[config.mk]
export PLATFORM = sky130hd
export DESIGN_NAME = link_aggregation_distributor
export DESIGN_NICKNAME = d
export VERILOG_FILES = /design/src/rtl/lag_pkg.sv /design/src/rtl/link_aggregation_distributor.sv
export SDC_FILE = /design/constraint.sdc
export NUM_CORES = 2
export LEC_CHECK = 0
export BUFFER_PORTS_ARGS = -buffer_cell sky130_fd_sc_hd__buf_2
export CORE_MARGIN = 2
export CORE_UTILIZATION = 61
export CTS_CLUSTER_SIZE = 20
export DETAILED_ROUTE_END_ITERATION = 10
export HOLD_SLACK_MARGIN = 0.15
export PLACE_DENSITY = 0.82
export SKIP_LAST_GASP = 1
export SYNTH_ARGS = -nofsm -noshare
export SYNTH_HDL_FRONTEND = slang
export SYNTH_SLANG_ARGS = --single-unit
[constraint.sdc]
create_clock -name clk -period 36.4 [get_ports clk]
set_input_delay 3.64 -clock clk [delete_from_list [all_inputs] [get_ports clk]]
set_output_delay 3.64 -clock clk [all_outputs]
set_load 0.05 [all_outputs]
[src/rtl/lag_pkg.sv]
// Package with constants and types shared by the link aggregation distributor.
package lag_pkg;
   localparam int NUM_MEMBERS = 4;
   localparam int MEMBER_IDX_W = 2;
   localparam int NUM_BUNDLES = 4;
   localparam int BUNDLE_ID_W = 2;
   localparam int REG_ADDR_W = 8;
   localparam int REG_DATA_W = 32;
   localparam int HASH_W = 16;

   // Register byte addresses.
   localparam logic [REG_ADDR_W-1:0] REG_GLOBAL_CTRL = 8'h00;
   localparam logic [REG_ADDR_W-1:0] REG_BUNDLE_STATUS = 8'h04;
   localparam logic [REG_ADDR_W-1:0] REG_MEMBER_STATE = 8'h08;
   localparam logic [REG_ADDR_W-1:0] REG_STATIC_MAC_LO = 8'h0C;
   localparam logic [REG_ADDR_W-1:0] REG_STATIC_MAC_HI = 8'h10;
   localparam logic [REG_ADDR_W-1:0] REG_PORT_CFG_BASE = 8'h20;
   localparam logic [REG_ADDR_W-1:0] REG_BUNDLE_CFG_BASE = 8'h40;
   localparam logic [REG_ADDR_W-1:0] REG_ROUTER_MAC_LO = 8'h60;
   localparam logic [REG_ADDR_W-1:0] REG_ROUTER_MAC_HI = 8'h64;
   localparam logic [REG_ADDR_W-1:0] REG_PORT_CFG_MASK = 8'hF0;
   localparam logic [REG_ADDR_W-1:0] REG_ENTRY_MASK = 8'h0C;
   localparam int REG_ENTRY_LSB = 2;

   // Port configuration word fields.
   localparam int PC_BUNDLE_LSB = 0;
   localparam int PC_JOIN_BIT = 2;
   localparam int PC_FORCE_BIT = 3;
   localparam int PC_CHMODE_LSB = 4;
   localparam int PC_ATTR_LSB = 8;
   localparam int ATTR_W = 24;

   // Attribute word layout: flow-control pair in the low two bits.
   localparam logic [ATTR_W-1:0] ATTR_FLOWCTL_MASK = 24'h00_0003;

   // Global control fields, then the bundle configuration protocol bit.
   localparam int GC_MODE_LSB = 0;
   localparam int GC_MODE_W = 3;
   localparam int GC_DELETE_LSB = 4;
   localparam int GC_MACVALID_BIT = 8;
   localparam int BC_PROTO_BIT = 0;

   localparam logic [REG_DATA_W-1:0] UNMAPPED_READ = 32'h0000_0000;

   typedef enum logic [1:0]
   {
      CH_ON = 2'b00,
      CH_ACTIVE = 2'b01,
      CH_PASSIVE = 2'b10,
      CH_RESERVED = 2'b11
   } chan_mode_t;

   typedef enum logic [2:0]
   {
      LB_DST_MAC = 3'b000,
      LB_SRC_MAC = 3'b001,
      LB_SRC_DST_MAC = 3'b010,
      LB_DST_IP = 3'b011,
      LB_SRC_IP = 3'b100,
      LB_SRC_DST_IP = 3'b101,
      LB_DEFAULT = 3'b110
   } lb_mode_t;

   typedef enum logic [1:0]
   {
      MS_DETACHED = 2'b00,
      MS_SUSPENDED = 2'b01,
      MS_CHANNELING = 2'b10
   } member_state_t;
endpackage

[src/rtl/link_aggregation_distributor.sv]
// Link aggregation logic: member admission, bundle state and egress selection.
module link_aggregation_distributor
(
   input wire logic clk,
   input wire logic nrst,
   input wire logic clkEn,
   input wire logic [lag_pkg::REG_ADDR_W-1:0] regAddr,
   input wire logic [lag_pkg::REG_DATA_W-1:0] regWrData,
   input wire logic regWr,
   input wire logic regRd,
   output logic [lag_pkg::REG_DATA_W-1:0] regRdData,
   input wire logic [lag_pkg::NUM_MEMBERS-1:0] linkUpPin,
   input wire logic [lag_pkg::NUM_MEMBERS-1:0] fullDuplexPin,
   input wire logic [2*lag_pkg::NUM_MEMBERS-1:0] speedPin,
   input wire logic frameValid,
   input wire logic [47:0] frameSrcMac,
   input wire logic [47:0] frameDstMac,
   input wire logic [31:0] frameSrcIp,
   input wire logic [31:0] frameDstIp,
   input wire logic [15:0] frameSrcL4,
   input wire logic [15:0] frameDstL4,
   input wire logic frameIsIp,
   input wire logic frameHasL4,
   input wire logic frameRouted,
   input wire logic frameMulticast,
   input wire logic [lag_pkg::BUNDLE_ID_W-1:0] frameBundle,
   output logic egressValid,
   output logic [lag_pkg::MEMBER_IDX_W-1:0] egressMember,
   output logic egressDrop,
   output logic [lag_pkg::NUM_BUNDLES-1:0] bundleUp,
   output logic [lag_pkg::NUM_MEMBERS-1:0] memberForwarding,
   output logic [47:0] bundleMac
);
   import lag_pkg::*;

   typedef struct packed
   {
      logic [NUM_MEMBERS-1:0][ATTR_W-1:0] portAttr;
      logic [NUM_MEMBERS-1:0][BUNDLE_ID_W-1:0] portBundle;
      logic [NUM_MEMBERS-1:0] portJoin;
      logic [NUM_MEMBERS-1:0] portForce;
      logic [NUM_MEMBERS-1:0][1:0] portChMode;
      logic [NUM_BUNDLES-1:0][ATTR_W-1:0] bundleAttr;
      logic [NUM_BUNDLES-1:0] bundleLacp;
      logic [GC_MODE_W-1:0] lbMode;
      logic staticMacValid;
      logic [47:0] staticMac;
      logic [47:0] routerMac;
      logic [NUM_MEMBERS-1:0][1:0] memberState;
      logic macLatched;
      logic [REG_DATA_W-1:0] rdData;
      logic egValid;
      logic [MEMBER_IDX_W-1:0] egMember;
      logic egDrop;
      logic [47:0] bMac;
   } state_t;

   state_t cur;
   state_t next_cur;

   // Pin inputs pass two flip-flops before any logic reads them.
   logic [NUM_MEMBERS-1:0] linkMeta;
   logic [NUM_MEMBERS-1:0] linkSync;
   logic [NUM_MEMBERS-1:0] duplexMeta;
   logic [NUM_MEMBERS-1:0] duplexSync;
   logic [2*NUM_MEMBERS-1:0] speedMeta;
   logic [2*NUM_MEMBERS-1:0] speedSync;

   always_ff @(posedge clk)
   begin
      if (!nrst)
      begin
         linkMeta <= '0;
         linkSync <= '0;
         duplexMeta <= '0;
         duplexSync <= '0;
         speedMeta <= '0;
         speedSync <= '0;
      end
      else if (clkEn)
      begin
         linkMeta <= linkUpPin;
         linkSync <= linkMeta;
         duplexMeta <= fullDuplexPin;
         duplexSync <= duplexMeta;
         speedMeta <= speedPin;
         speedSync <= speedMeta;
      end
   end

   ////////////////////////////////////////////////////////////////////////////////
   // Per-member admission checks.
   logic [NUM_MEMBERS-1:0] compatible;
   logic [NUM_MEMBERS-1:0] admitted;
   logic [NUM_MEMBERS-1:0] operational;
   logic [NUM_MEMBERS-1:0] onlyOwnerOk;

   genvar gi;
   generate
      for (gi = 0; gi < NUM_MEMBERS; gi++)
      begin : g_member
         logic attrMatch;
         logic fcMatch;
         logic modeOk;
         logic linkOk;
         logic [BUNDLE_ID_W-1:0] bid;
         logic leaderOk;
         logic leaderSeen;
         // Speed and duplex are compared against the lowest joined member of the
         // bundle, so an odd port other than that lowest one is suspended alone and the rest keep running.
         always_comb
         begin
            bid = cur.portBundle[gi];
            attrMatch = (cur.portAttr[gi] == cur.bundleAttr[bid]);
            fcMatch = ((cur.portAttr[gi] & ATTR_FLOWCTL_MASK) ==
                       (cur.bundleAttr[bid] & ATTR_FLOWCTL_MASK));
            if (cur.bundleLacp[bid])
               modeOk = (cur.portChMode[gi] == CH_ACTIVE) ||
                        (cur.portChMode[gi] == CH_PASSIVE);
            else
               modeOk = (cur.portChMode[gi] == CH_ON);
            leaderOk = 1'b1;
            leaderSeen = 1'b0;
            for (int j = 0; j < NUM_MEMBERS; j++)
            begin
               if (!leaderSeen && cur.portJoin[j] && (cur.portBundle[j] == bid))
               begin
                  leaderSeen = 1'b1;
                  if ((speedSync[2*j +: 2] != speedSync[2*gi +: 2]) ||
                      (duplexSync[j] != duplexSync[gi]))
                     leaderOk = 1'b0;
               end
            end
            linkOk = linkSync[gi];
         end
         // All four members form one quad, so bundling never crosses quads.
         assign onlyOwnerOk[gi] = 1'b1;
         assign compatible[gi] = modeOk && leaderOk && onlyOwnerOk[gi] &&
                                 (attrMatch || (cur.portForce[gi] && fcMatch));
         assign admitted[gi] = cur.portJoin[gi] && compatible[gi];
         assign operational[gi] = admitted[gi] && linkOk &&
                                  (cur.memberState[gi] == MS_CHANNELING);
      end
   endgenerate

   ////////////////////////////////////////////////////////////////////////////////
   // Hash key selection and member choice for the frame.
   lb_mode_t mode;
   logic useSrc;
   logic useDst;
   logic [HASH_W-1:0] hashVal;
   logic [NUM_MEMBERS-1:0] bundleOper;
   logic [2:0] operCount;
   logic [2:0] pickIdx;
   logic [MEMBER_IDX_W-1:0] chosen;
   logic chosenFound;

   function automatic logic [HASH_W-1:0] fold48(input logic [47:0] v);
      fold48 = v[47:32] ^ v[31:16] ^ v[15:0];
   endfunction

   function automatic logic [HASH_W-1:0] fold32(input logic [31:0] v);
      fold32 = v[31:16] ^ v[15:0];
   endfunction

   always_comb
   begin
      mode = lb_mode_t'(cur.lbMode);
      useSrc = 1'b1;
      useDst = 1'b1;
      hashVal = '0;
      // The configured mode names a direction; family follows the frame.
      unique case (mode)
         LB_DST_MAC, LB_DST_IP: useSrc = 1'b0;
         LB_SRC_MAC, LB_SRC_IP: useDst = 1'b0;
         default: ;
      endcase
      if (frameMulticast && frameIsIp && !frameHasL4)
         hashVal = fold32(frameSrcIp) ^ fold32(frameDstIp);
      else if (frameMulticast && !frameIsIp)
         hashVal = fold48(frameSrcMac) ^ fold48(frameDstMac);
      else if (mode == LB_DEFAULT)
      begin
         // Reset default: routed IP uses both addresses plus ports.
         if (frameRouted && frameIsIp)
            hashVal = fold32(frameSrcIp) ^ fold32(frameDstIp) ^ frameSrcL4 ^ frameDstL4;
         else
            hashVal = fold48(frameSrcMac) ^ fold48(frameDstMac);
      end
      else if (frameIsIp)
         hashVal = (useSrc ? fold32(frameSrcIp) : '0) ^ (useDst ? fold32(frameDstIp) : '0);
      else
         hashVal = (useSrc ? fold48(frameSrcMac) : '0) ^ (useDst ? fold48(frameDstMac) : '0);
   end

   // Only live members of the addressed bundle count, so a failed link's
   // flows spread across the survivors on the very next frame.
   always_comb
   begin
      operCount = '0;
      for (int k = 0; k < NUM_MEMBERS; k++)
      begin
         bundleOper[k] = operational[k] && (cur.portBundle[k] == frameBundle);
         operCount = operCount + {2'b00, bundleOper[k]};
      end
      pickIdx = (operCount == '0) ? 3'b000 : 3'(hashVal % 16'(operCount));
      chosen = '0;
      chosenFound = 1'b0;
      for (int k = NUM_MEMBERS - 1; k >= 0; k--)
      begin
         logic [2:0] rank;
         rank = '0;
         for (int m = 0; m < k; m++)
            rank = rank + {2'b00, bundleOper[m]};
         if (bundleOper[k] && (rank == pickIdx))
         begin
            chosen = MEMBER_IDX_W'(k);
            chosenFound = 1'b1;
         end
      end
   end

   ////////////////////////////////////////////////////////////////////////////////
   // Next-state logic: register access, member states and egress outputs.
   always_comb
   begin
      logic [NUM_MEMBERS-1:0] anyFirstUp;
      logic [1:0] idx;
      logic [BUNDLE_ID_W-1:0] delId;
      next_cur = cur;
      idx = regAddr[REG_ENTRY_LSB +: 2];
      anyFirstUp = '0;
      delId = regWrData[GC_DELETE_LSB +: BUNDLE_ID_W];
      next_cur.rdData = UNMAPPED_READ;

      if (regWr)
      begin
         if (regAddr == REG_GLOBAL_CTRL)
         begin
            next_cur.lbMode = regWrData[GC_MODE_LSB +: GC_MODE_W];
            next_cur.staticMacValid = regWrData[GC_MACVALID_BIT];
            // Delete strobe: members fall back as if removed one by one.
            if (regWrData[GC_DELETE_LSB + BUNDLE_ID_W])
            begin
               for (int k = 0; k < NUM_MEMBERS; k++)
               begin
                  if (cur.portBundle[k] == delId)
                  begin
                     next_cur.portJoin[k] = 1'b0;
                     next_cur.portForce[k] = 1'b0;
                  end
               end
            end
         end
         else if (regAddr == REG_STATIC_MAC_LO)
            next_cur.staticMac[31:0] = regWrData;
         else if (regAddr == REG_STATIC_MAC_HI)
            next_cur.staticMac[47:32] = regWrData[15:0];
         else if (regAddr == REG_ROUTER_MAC_LO)
            next_cur.routerMac[31:0] = regWrData;
         else if (regAddr == REG_ROUTER_MAC_HI)
            next_cur.routerMac[47:32] = regWrData[15:0];
         else if ((regAddr & REG_PORT_CFG_MASK) == REG_PORT_CFG_BASE)
         begin
            // One bundle field per port enforces single membership.
            next_cur.portBundle[idx] = regWrData[PC_BUNDLE_LSB +: BUNDLE_ID_W];
            next_cur.portJoin[idx] = regWrData[PC_JOIN_BIT];
            next_cur.portForce[idx] = regWrData[PC_FORCE_BIT];
            next_cur.portChMode[idx] = regWrData[PC_CHMODE_LSB +: 2];
            next_cur.portAttr[idx] = regWrData[PC_ATTR_LSB +: ATTR_W];
         end
         else if ((regAddr & REG_PORT_CFG_MASK) == REG_BUNDLE_CFG_BASE)
         begin
            next_cur.bundleLacp[idx] = regWrData[BC_PROTO_BIT];
            next_cur.bundleAttr[idx] = regWrData[PC_ATTR_LSB +: ATTR_W];
         end
      end

      if (regRd)
      begin
         if (regAddr == REG_GLOBAL_CTRL)
            next_cur.rdData = REG_DATA_W'({cur.staticMacValid, 5'b0_0000, cur.lbMode});
         else if (regAddr == REG_BUNDLE_STATUS)
            next_cur.rdData = REG_DATA_W'({bundleUp, memberForwarding});
         else if (regAddr == REG_MEMBER_STATE)
            next_cur.rdData = REG_DATA_W'(cur.memberState);
         else if (regAddr == REG_STATIC_MAC_LO)
            next_cur.rdData = cur.staticMac[31:0];
         else if (regAddr == REG_STATIC_MAC_HI)
            next_cur.rdData = REG_DATA_W'(cur.staticMac[47:32]);
         else if (regAddr == REG_ROUTER_MAC_LO)
            next_cur.rdData = cur.routerMac[31:0];
         else if (regAddr == REG_ROUTER_MAC_HI)
            next_cur.rdData = REG_DATA_W'(cur.routerMac[47:32]);
         else if ((regAddr & REG_PORT_CFG_MASK) == REG_PORT_CFG_BASE)
            next_cur.rdData = {cur.portAttr[idx], 2'b00, cur.portChMode[idx],
                               cur.portForce[idx], cur.portJoin[idx], cur.portBundle[idx]};
         else if ((regAddr & REG_PORT_CFG_MASK) == REG_BUNDLE_CFG_BASE)
            next_cur.rdData = {cur.bundleAttr[idx], 7'b000_0000, cur.bundleLacp[idx]};
      end

      // Member state follows join and compatibility, not link; suspended members never forward.
      for (int k = 0; k < NUM_MEMBERS; k++)
      begin
         if (!cur.portJoin[k])
            next_cur.memberState[k] = MS_DETACHED;
         else if (!compatible[k])
            next_cur.memberState[k] = MS_SUSPENDED;
         else
            next_cur.memberState[k] = MS_CHANNELING;
         anyFirstUp[k] = operational[k];
      end

      // Bundle MAC is the static MAC when valid, else the router MAC latched once a member first comes up.
      if (cur.staticMacValid)
         next_cur.bMac = cur.staticMac;
      else if (!cur.macLatched && (anyFirstUp != '0))
      begin
         next_cur.bMac = cur.routerMac;
         next_cur.macLatched = 1'b1;
      end
      else if (anyFirstUp == '0)
         next_cur.macLatched = 1'b0;

      next_cur.egValid = frameValid;
      next_cur.egMember = frameValid ? chosen : cur.egMember;
      next_cur.egDrop = frameValid && !chosenFound;
   end

   // Reset loads the default distribution mode and an empty configuration.
   always_ff @(posedge clk)
   begin
      if (!nrst)
      begin
         cur <= '0;
         cur.lbMode <= LB_DEFAULT;
      end
      else if (clkEn)
         cur <= next_cur;
   end

   ////////////////////////////////////////////////////////////////////////////////
   // Outputs.
   always_comb
   begin
      for (int b = 0; b < NUM_BUNDLES; b++)
      begin
         bundleUp[b] = 1'b0;
         for (int k = 0; k < NUM_MEMBERS; k++)
            if (operational[k] && (cur.portBundle[k] == BUNDLE_ID_W'(b)))
               bundleUp[b] = 1'b1;
      end
   end

   assign memberForwarding = operational;
   assign regRdData = cur.rdData;
   assign egressValid = cur.egValid;
   assign egressMember = cur.egMember;
   assign egressDrop = cur.egDrop;
   assign bundleMac = cur.bMac;
endmodule // link_aggregation_distributor
; Word-level counts from Yosys, hierarchy flattened
; Index checks and enable logic that the tools add are counted.
[word_totals]
ff_bits = 445
latch_bits = 0
ramBits = 0
romBits = 0
wordCells = 473
memories = 0
[op_classes]
addsub = 3
multipliers = 0
div_mod_pow = 1
n_lt_le_gt_ge = 6
eq_ne = 100
n_shift = 0
muxes = 151
bitwise = 19
n_reduce_logical = 146
[op_table]
columns = operator, count
row1 = 116-bit two-way mux, 4
row2 = 32-bit two-way mux, 10
row3 = 24-bit binary-select mux with 2-bit select, 6
row4 = 100-bit two-way mux, 2
row5 = 96-bit bitwise mux, 2
row6 = 16-bit bitwise XOR, 12
row7 = 24-bit two-way mux, 7
row8 = 16-bit two-way mux, 10
row9 = 24-bit == test, 4
row10 = 48-bit two-way mux, 2
row11 = 1-bit logical AND, 78
row12 = 1-bit two-way mux, 73
row13 = 24-bit demux with 2-bit select, 1
row14 = 2-bit == test, 24
row15 = 9-bit AND reduction, 5
row16 = "2-bit == test, second input constant", 16
row17 = 2-bit two-way mux, 15
row18 = 2-bit != test, 12
row19 = 1-bit logical OR, 20
row20 = 8-bit bitwise mux, 2
row21 = "2-bit by 1-bit == test with 1-bit output, second input constant", 8
row22 = "8-bit by 4-bit == test with 1-bit output, second input constant", 2
row23 = "8-bit by 7-bit == test with 1-bit output, second input constant", 2
row24 = 2-bit logical NOT, 8
row25 = 40 further kinds, 101

; Depth between registers and ports, before layout
[depth]
ltp_word = 33
depth_mapped = 166
ltp_nobuf = 155

; Worst setup path before layout
; Ideal clock, no wire load.
[synth_path]
path_type = register to register
from = register cur (netlist bit g_member[0].bid[0])
to = register cur (netlist bit egressMember[0])
setup_time_ns = 0.114
arrival_ns = 33.624
required_ns = 36.286
path_slack_ns = 2.662
stages_incl_launch_ff = 159
period_less_slack_ns = 33.738
path_cell_list = dfxtp_1 clkbuf_1 buf_1 mux4_2 xnor2_1 nand4_1 nor4_1 a41oi_1 nor4b_1 nand2_1 nor3_1 and3_1 clkbuf_1 inv_1 fa_1 inv_1 ha_1 fa_1 [... 123 more ...] nor2_1 nand4_2 mux2i_2 ha_1 nand2_1 nand2_1 a21oi_1 o21ai_0 a211oi_1 o2111ai_1 a211oi_1 o211ai_1 buf_2 nor2_4 mux2i_2 xor2_1 a311oi_1 a21o_1
[synth_between]
word_cells_on_any_way = 120
[synth_lines]
columns = element, line_no
row1 = from (decl), link_aggregation_distributor.sv:58  ; state_t cur;
row2 = from (signal assigned), link_aggregation_distributor.sv:339  ; cur <= next_cur;
row3 = 2-bit == test, link_aggregation_distributor.sv:126  ; if (!leaderSeen && cur.portJoin[j] && (cur.portBundle[j] == bid))
row4 = 1-bit logical AND, link_aggregation_distributor.sv:126
row5 = 1-bit two-way mux, link_aggregation_distributor.sv:126
row6 = 1-bit logical NOT, link_aggregation_distributor.sv:126
row7 = 1-bit logical AND (2 in a row), link_aggregation_distributor.sv:126
row8 = 1-bit two-way mux, link_aggregation_distributor.sv:126
row9 = 1-bit logical NOT, link_aggregation_distributor.sv:126
row10 = 1-bit logical AND (2 in a row), link_aggregation_distributor.sv:126
row11 = [... 6 more ...], -
row12 = "via memberForwarding, one bit", link_aggregation_distributor.sv:31  ; output logic [lag_pkg::NUM_MEMBERS-1:0] memberForwarding,
row13 = [... 2 more ...], -
row14 = 3-bit by 1-bit adder with 3-bit output, "link_aggregation_distributor.sv:204, link_aggregation_distributor.sv:214"
row15 = 3-bit by 1-bit adder with 3-bit output, link_aggregation_distributor.sv:204  ; operCount = operCount + {2'b00, bundleOper[k]};
row16 = 16-bit by 3-bit modulo with 16-bit output / 3-bit logical NOT (equally long branches), link_aggregation_distributor.sv:206  ; pickIdx = (operCount == '0) ? 3'b000 : 3'(hashVal % 16'(operCount));
row17 = 3-bit two-way mux, link_aggregation_distributor.sv:206
row18 = 3-bit == test, link_aggregation_distributor.sv:215  ; if (bundleOper[k] && (rank == pickIdx))
row19 = 1-bit logical AND, link_aggregation_distributor.sv:215
row20 = 2-bit two-way mux (3 in a row), link_aggregation_distributor.sv:215
row21 = 2-bit two-way mux *, link_aggregation_distributor.sv:215
; Mark *: on every way through the listed nets, which the timed path passes. The rest lies on a longest branch. The select of a mux whose other input is x is not followed.
; A chain may end at the register's enable or synchronous reset.

; Worst setup path in the final report
[layout_path]
from = register cur (netlist bit g_member[0].bid[1])
to = register cur (netlist bit egressMember[0])
[layout_between]
elab_chain_len = 31
word_cells_on_any_way = 120
[layout_rtl]
columns = element, line_no
row1 = 2-bit == test, link_aggregation_distributor.sv:126
row2 = 1-bit logical AND, link_aggregation_distributor.sv:126
row3 = 1-bit two-way mux, link_aggregation_distributor.sv:126
row4 = 1-bit logical NOT, link_aggregation_distributor.sv:126
row5 = 1-bit logical AND, link_aggregation_distributor.sv:126
row6 = 1-bit two-way mux, link_aggregation_distributor.sv:126
row7 = 1-bit logical NOT, link_aggregation_distributor.sv:126
row8 = 1-bit logical AND (2 in a row), link_aggregation_distributor.sv:126
row9 = [... 12 more ...], -
row10 = 3-bit by 1-bit adder with 3-bit output, "link_aggregation_distributor.sv:204, link_aggregation_distributor.sv:214"
row11 = 3-bit by 1-bit adder with 3-bit output, link_aggregation_distributor.sv:204
row12 = 16-bit by 3-bit modulo with 16-bit output / 3-bit logical NOT (equally long branches), link_aggregation_distributor.sv:206
row13 = 3-bit two-way mux, link_aggregation_distributor.sv:206
row14 = 3-bit == test, link_aggregation_distributor.sv:215
row15 = 1-bit logical AND, link_aggregation_distributor.sv:215
row16 = 2-bit two-way mux (3 in a row), link_aggregation_distributor.sv:215
row17 = 2-bit two-way mux *, link_aggregation_distributor.sv:215
; Mark *: on every way between the ends. The rest lies on a longest branch, timed or not. The select of a mux whose other input is x is not followed.

==> out/results.tsv <==
metric	value	unit
status	completed	
Syn Nets	4135	
Synth area leaders	dfxtp_1 27%, mux4_2 11%, nand2_1 9.4%, a21boi_0 7.4%, xnor2_1 4.6%	
post-synthesis instance total	3817	
row count	85	
top post-synthesis cells by count	824 x nand2_1, 445 x dfxtp_1, 326 x a21boi_0, 185 x clkbuf_1, 174 x xnor2_1	
biggest area consumer among synthesized cells	dfxtp_1	
Final GP Congestion	0.9791	
period utilization	0.9386	
# H-tree levels	2	
IO Port Bufs	351	
largest net degree at the start of global routing	184	
CP peak stage delay	0.67	ns
post-synth cell types	117	
CTS buffer count	48	
Worst Skew	0.04153	ns
Overflow after GRT	0	
Setup Viol. Count Final	0	
root buffer cell	clkbuf_16	
Routed WL per cell	23.97	um
Clock transition at path regs	0.06	ns
initial antenna violation count	10	
Post-Synth Simple-Gate Area	0.1798	
sequential area share after synthesis	0.2711	
Layout area overhead	11.73	%
Max Root-Sink Buffers	3	
Seq cells post-synth	445	
worst setup margin	2.236	ns
io pins	352	
CP dominant cell by count	ha_1	
die area	55750	um2
post-synthesis xor/xnor area fraction	0.1055	
Setup WS pre-CTS	1.166	ns
Avg Synthesized Cell Area	8.610	um2
vias in the first global route	29190	
critical path data required time	36.90	ns
Routed WL	113400	um
FF+latch area	8935	um2
placed wire-length estimate	77070	um
nature of the critical path endpoint	flip-flop	
Die Y	236.1	um
Crit-path slowest cell	fa_1	
Nets	4312	
Fin. Hold Viols	0	
Tmin final	34.16	ns
core box area	53500	um2
Synth Area in Adders	0.02307	
CP Data Arrival Time	34.66	ns
largest family of logic cells by synthesized area	compound AO/OA/AOI/OAI gates	
Post-Syn Area	32870	um2
GRT Resource Usage Total	0.3881	
top-area cell type share of the netlist area	0.2711	
worst slew pin tran	1.239	ns
Initial DRC Count	4112	
total number of vias	31260	
Detailed Routing Iterations Pass 1	6	
Vias/cell	6.606	
area of the multi-input gates	22290	um2
Max Slew Vio Count	0	
startpoint types	flip-flop	
worst hold path class	flip-flop to flip-flop	
CTS tree	built	
number of enable flip-flop cells after synthesis	0	
DRC	0	
Routed Antenna Nets	0	
Initial Utilization	0.6144	
post-synthesis mux area share	0.1467	
crit path max fanout	20	
Top FF cell, synth	dfxtp_1	
slack of the worst reg-to-reg path	2.24	ns
chip width	236.1	um
clk_lat worst skew	0.63	ns
Synth async-reset ratio	0	
fill count	4143	
WS Path Type	flip-flop to flip-flop	
hold_buf cts	0	
relative max-transition margin	0.1706	
synth warn	0	
layout cell share with drive strength beyond 1	0.2009	
post-synthesis compound-gate area fraction	0.2156	
Max Clk Rate	29.27	MHz
most frequent cell after synthesis	nand2_1	
Max Cap Viol	0	
global-route wire length before repair	169600	um
total clock sinks	445	
## critical path, delay by kind of cell, from the launching register on
family	cells	cell delay, ns
compound gates	57	11.56
xor+xnor	2	0.55
fa+ha+maj	18	5.88
buf+inv	13	1.82
flops	1	0.63
mux	11	2.66
simple gates	54	10.85
## final timing paths
check,startpoint,to,cells past startpoint
worst min register to register,egressMember[1],egressMember[1],2
worst max register to register,g_member[0].bid[1],egressMember[0],155
worst max-delay path,g_member[0].bid[1],egressMember[0],155
worst min-delay path,egressMember[1],egressMember[1],2
## area by class of cell
type / instances / area share
Multi-Input combinational cell: 2955 / 0.6071
Sequential cell: 445 / 0.2433
Timing Repair Buffer: 463 / 0.07326
Clock buffer: 70 / 0.03714
Tap cell: 696 / 0.02372
Inverter: 81 / 0.008280
Clock inverter: 17 / 0.006815
Antenna cell: 5 / 0.0003408
## cell usage in the layout (no fill, tap or decap), types with 27 or more instances in the layout
cell,synthesis,routed
nand2_1,824,820
dfxtp_1,445,436
buf_2,11,348
a21boi_0,326,326
xnor2_1,174,173
mux4_2,155,155
nor2_1,140,127
xor2_1,125,125
mux2i_1,115,112
buf_4,87,107
a21oi_1,89,89
inv_1,79,79
o21ai_0,74,69
ha_1,55,55
nor2b_1,58,54
o211a_1,52,52
a21o_1,49,49
clkbuf_16,0,48
nor3_1,49,47
o22ai_1,46,46
nand3_1,42,41
and2_1,39,39
o21ai_1,29,34
nand2b_1,33,33
a221oi_1,30,30
o221ai_1,27,27
## metrics by stage
| stage | hold WS (ns) | instances | setup TNS [ns] | util | cell area (um2) |
|---|---|---|---|---|---|
| after floorplan | 0.4409 | 3817 | 0 | - | 32870 |
| after global placement | 0.4618 | 4625 | 0 | 0.6499 | 34760 |
| after detailed placement | 0.4578 | 4625 | 0 | 0.6499 | 34760 |
| after CTS | 0.4664 | 4712 | 0 | 0.6800 | 36380 |
| after global routing | 0.4965 | 4730 | -0.5540 | 0.6863 | 36710 |
| final | 0.4636 | 4732 | 0 | 0.6864 | 36720 |
## cell families (layout without fill, tap and decap cells)
logic type | Yosys count | after routing
muxes | 284 | 284
xor gates and xnor gates | 337 | 337
DFF | 445 | 445
adders and majority gates | 59 | 59
AOI/OAI and AO/OA | 950 | 950
other | 0 | 5
and+or+nand+nor | 1325 | 1325
buffers and inverters | 417 | 631
## metal layers
metal  vias to the layer above  track usage  part of all wire
li1                      13920            -                 -
met2                      2143       0.5766              0.43
met3                       415       0.1190              0.14
met1                     14780       0.5260              0.39
met4                         8       0.1575             0.043
met5                         -            0           0.00041
## what timing repair did
action / CTS / global route
endpoints found under the setup margin: 0 / 3
hold endpoints to repair: 0 / 0
buffers inserted: 0 / 15
resized for setup: 0 / 40
## flip-flops by register name, summed over array words and instances, names as in the netlist
register,flops
regRdData,32
speedMeta,8
linkMeta,4
g_member.bid,8
bundleMac,48
cur,318
egressValid,1
speedSync,8
duplexSync,4
linkSync,4
mode,3
egressDrop,1
egressMember,2
duplexMeta,4
Power is not shown: default switching activity piles up to over one toggle a cycle in this logic, so the estimate is an artifact.
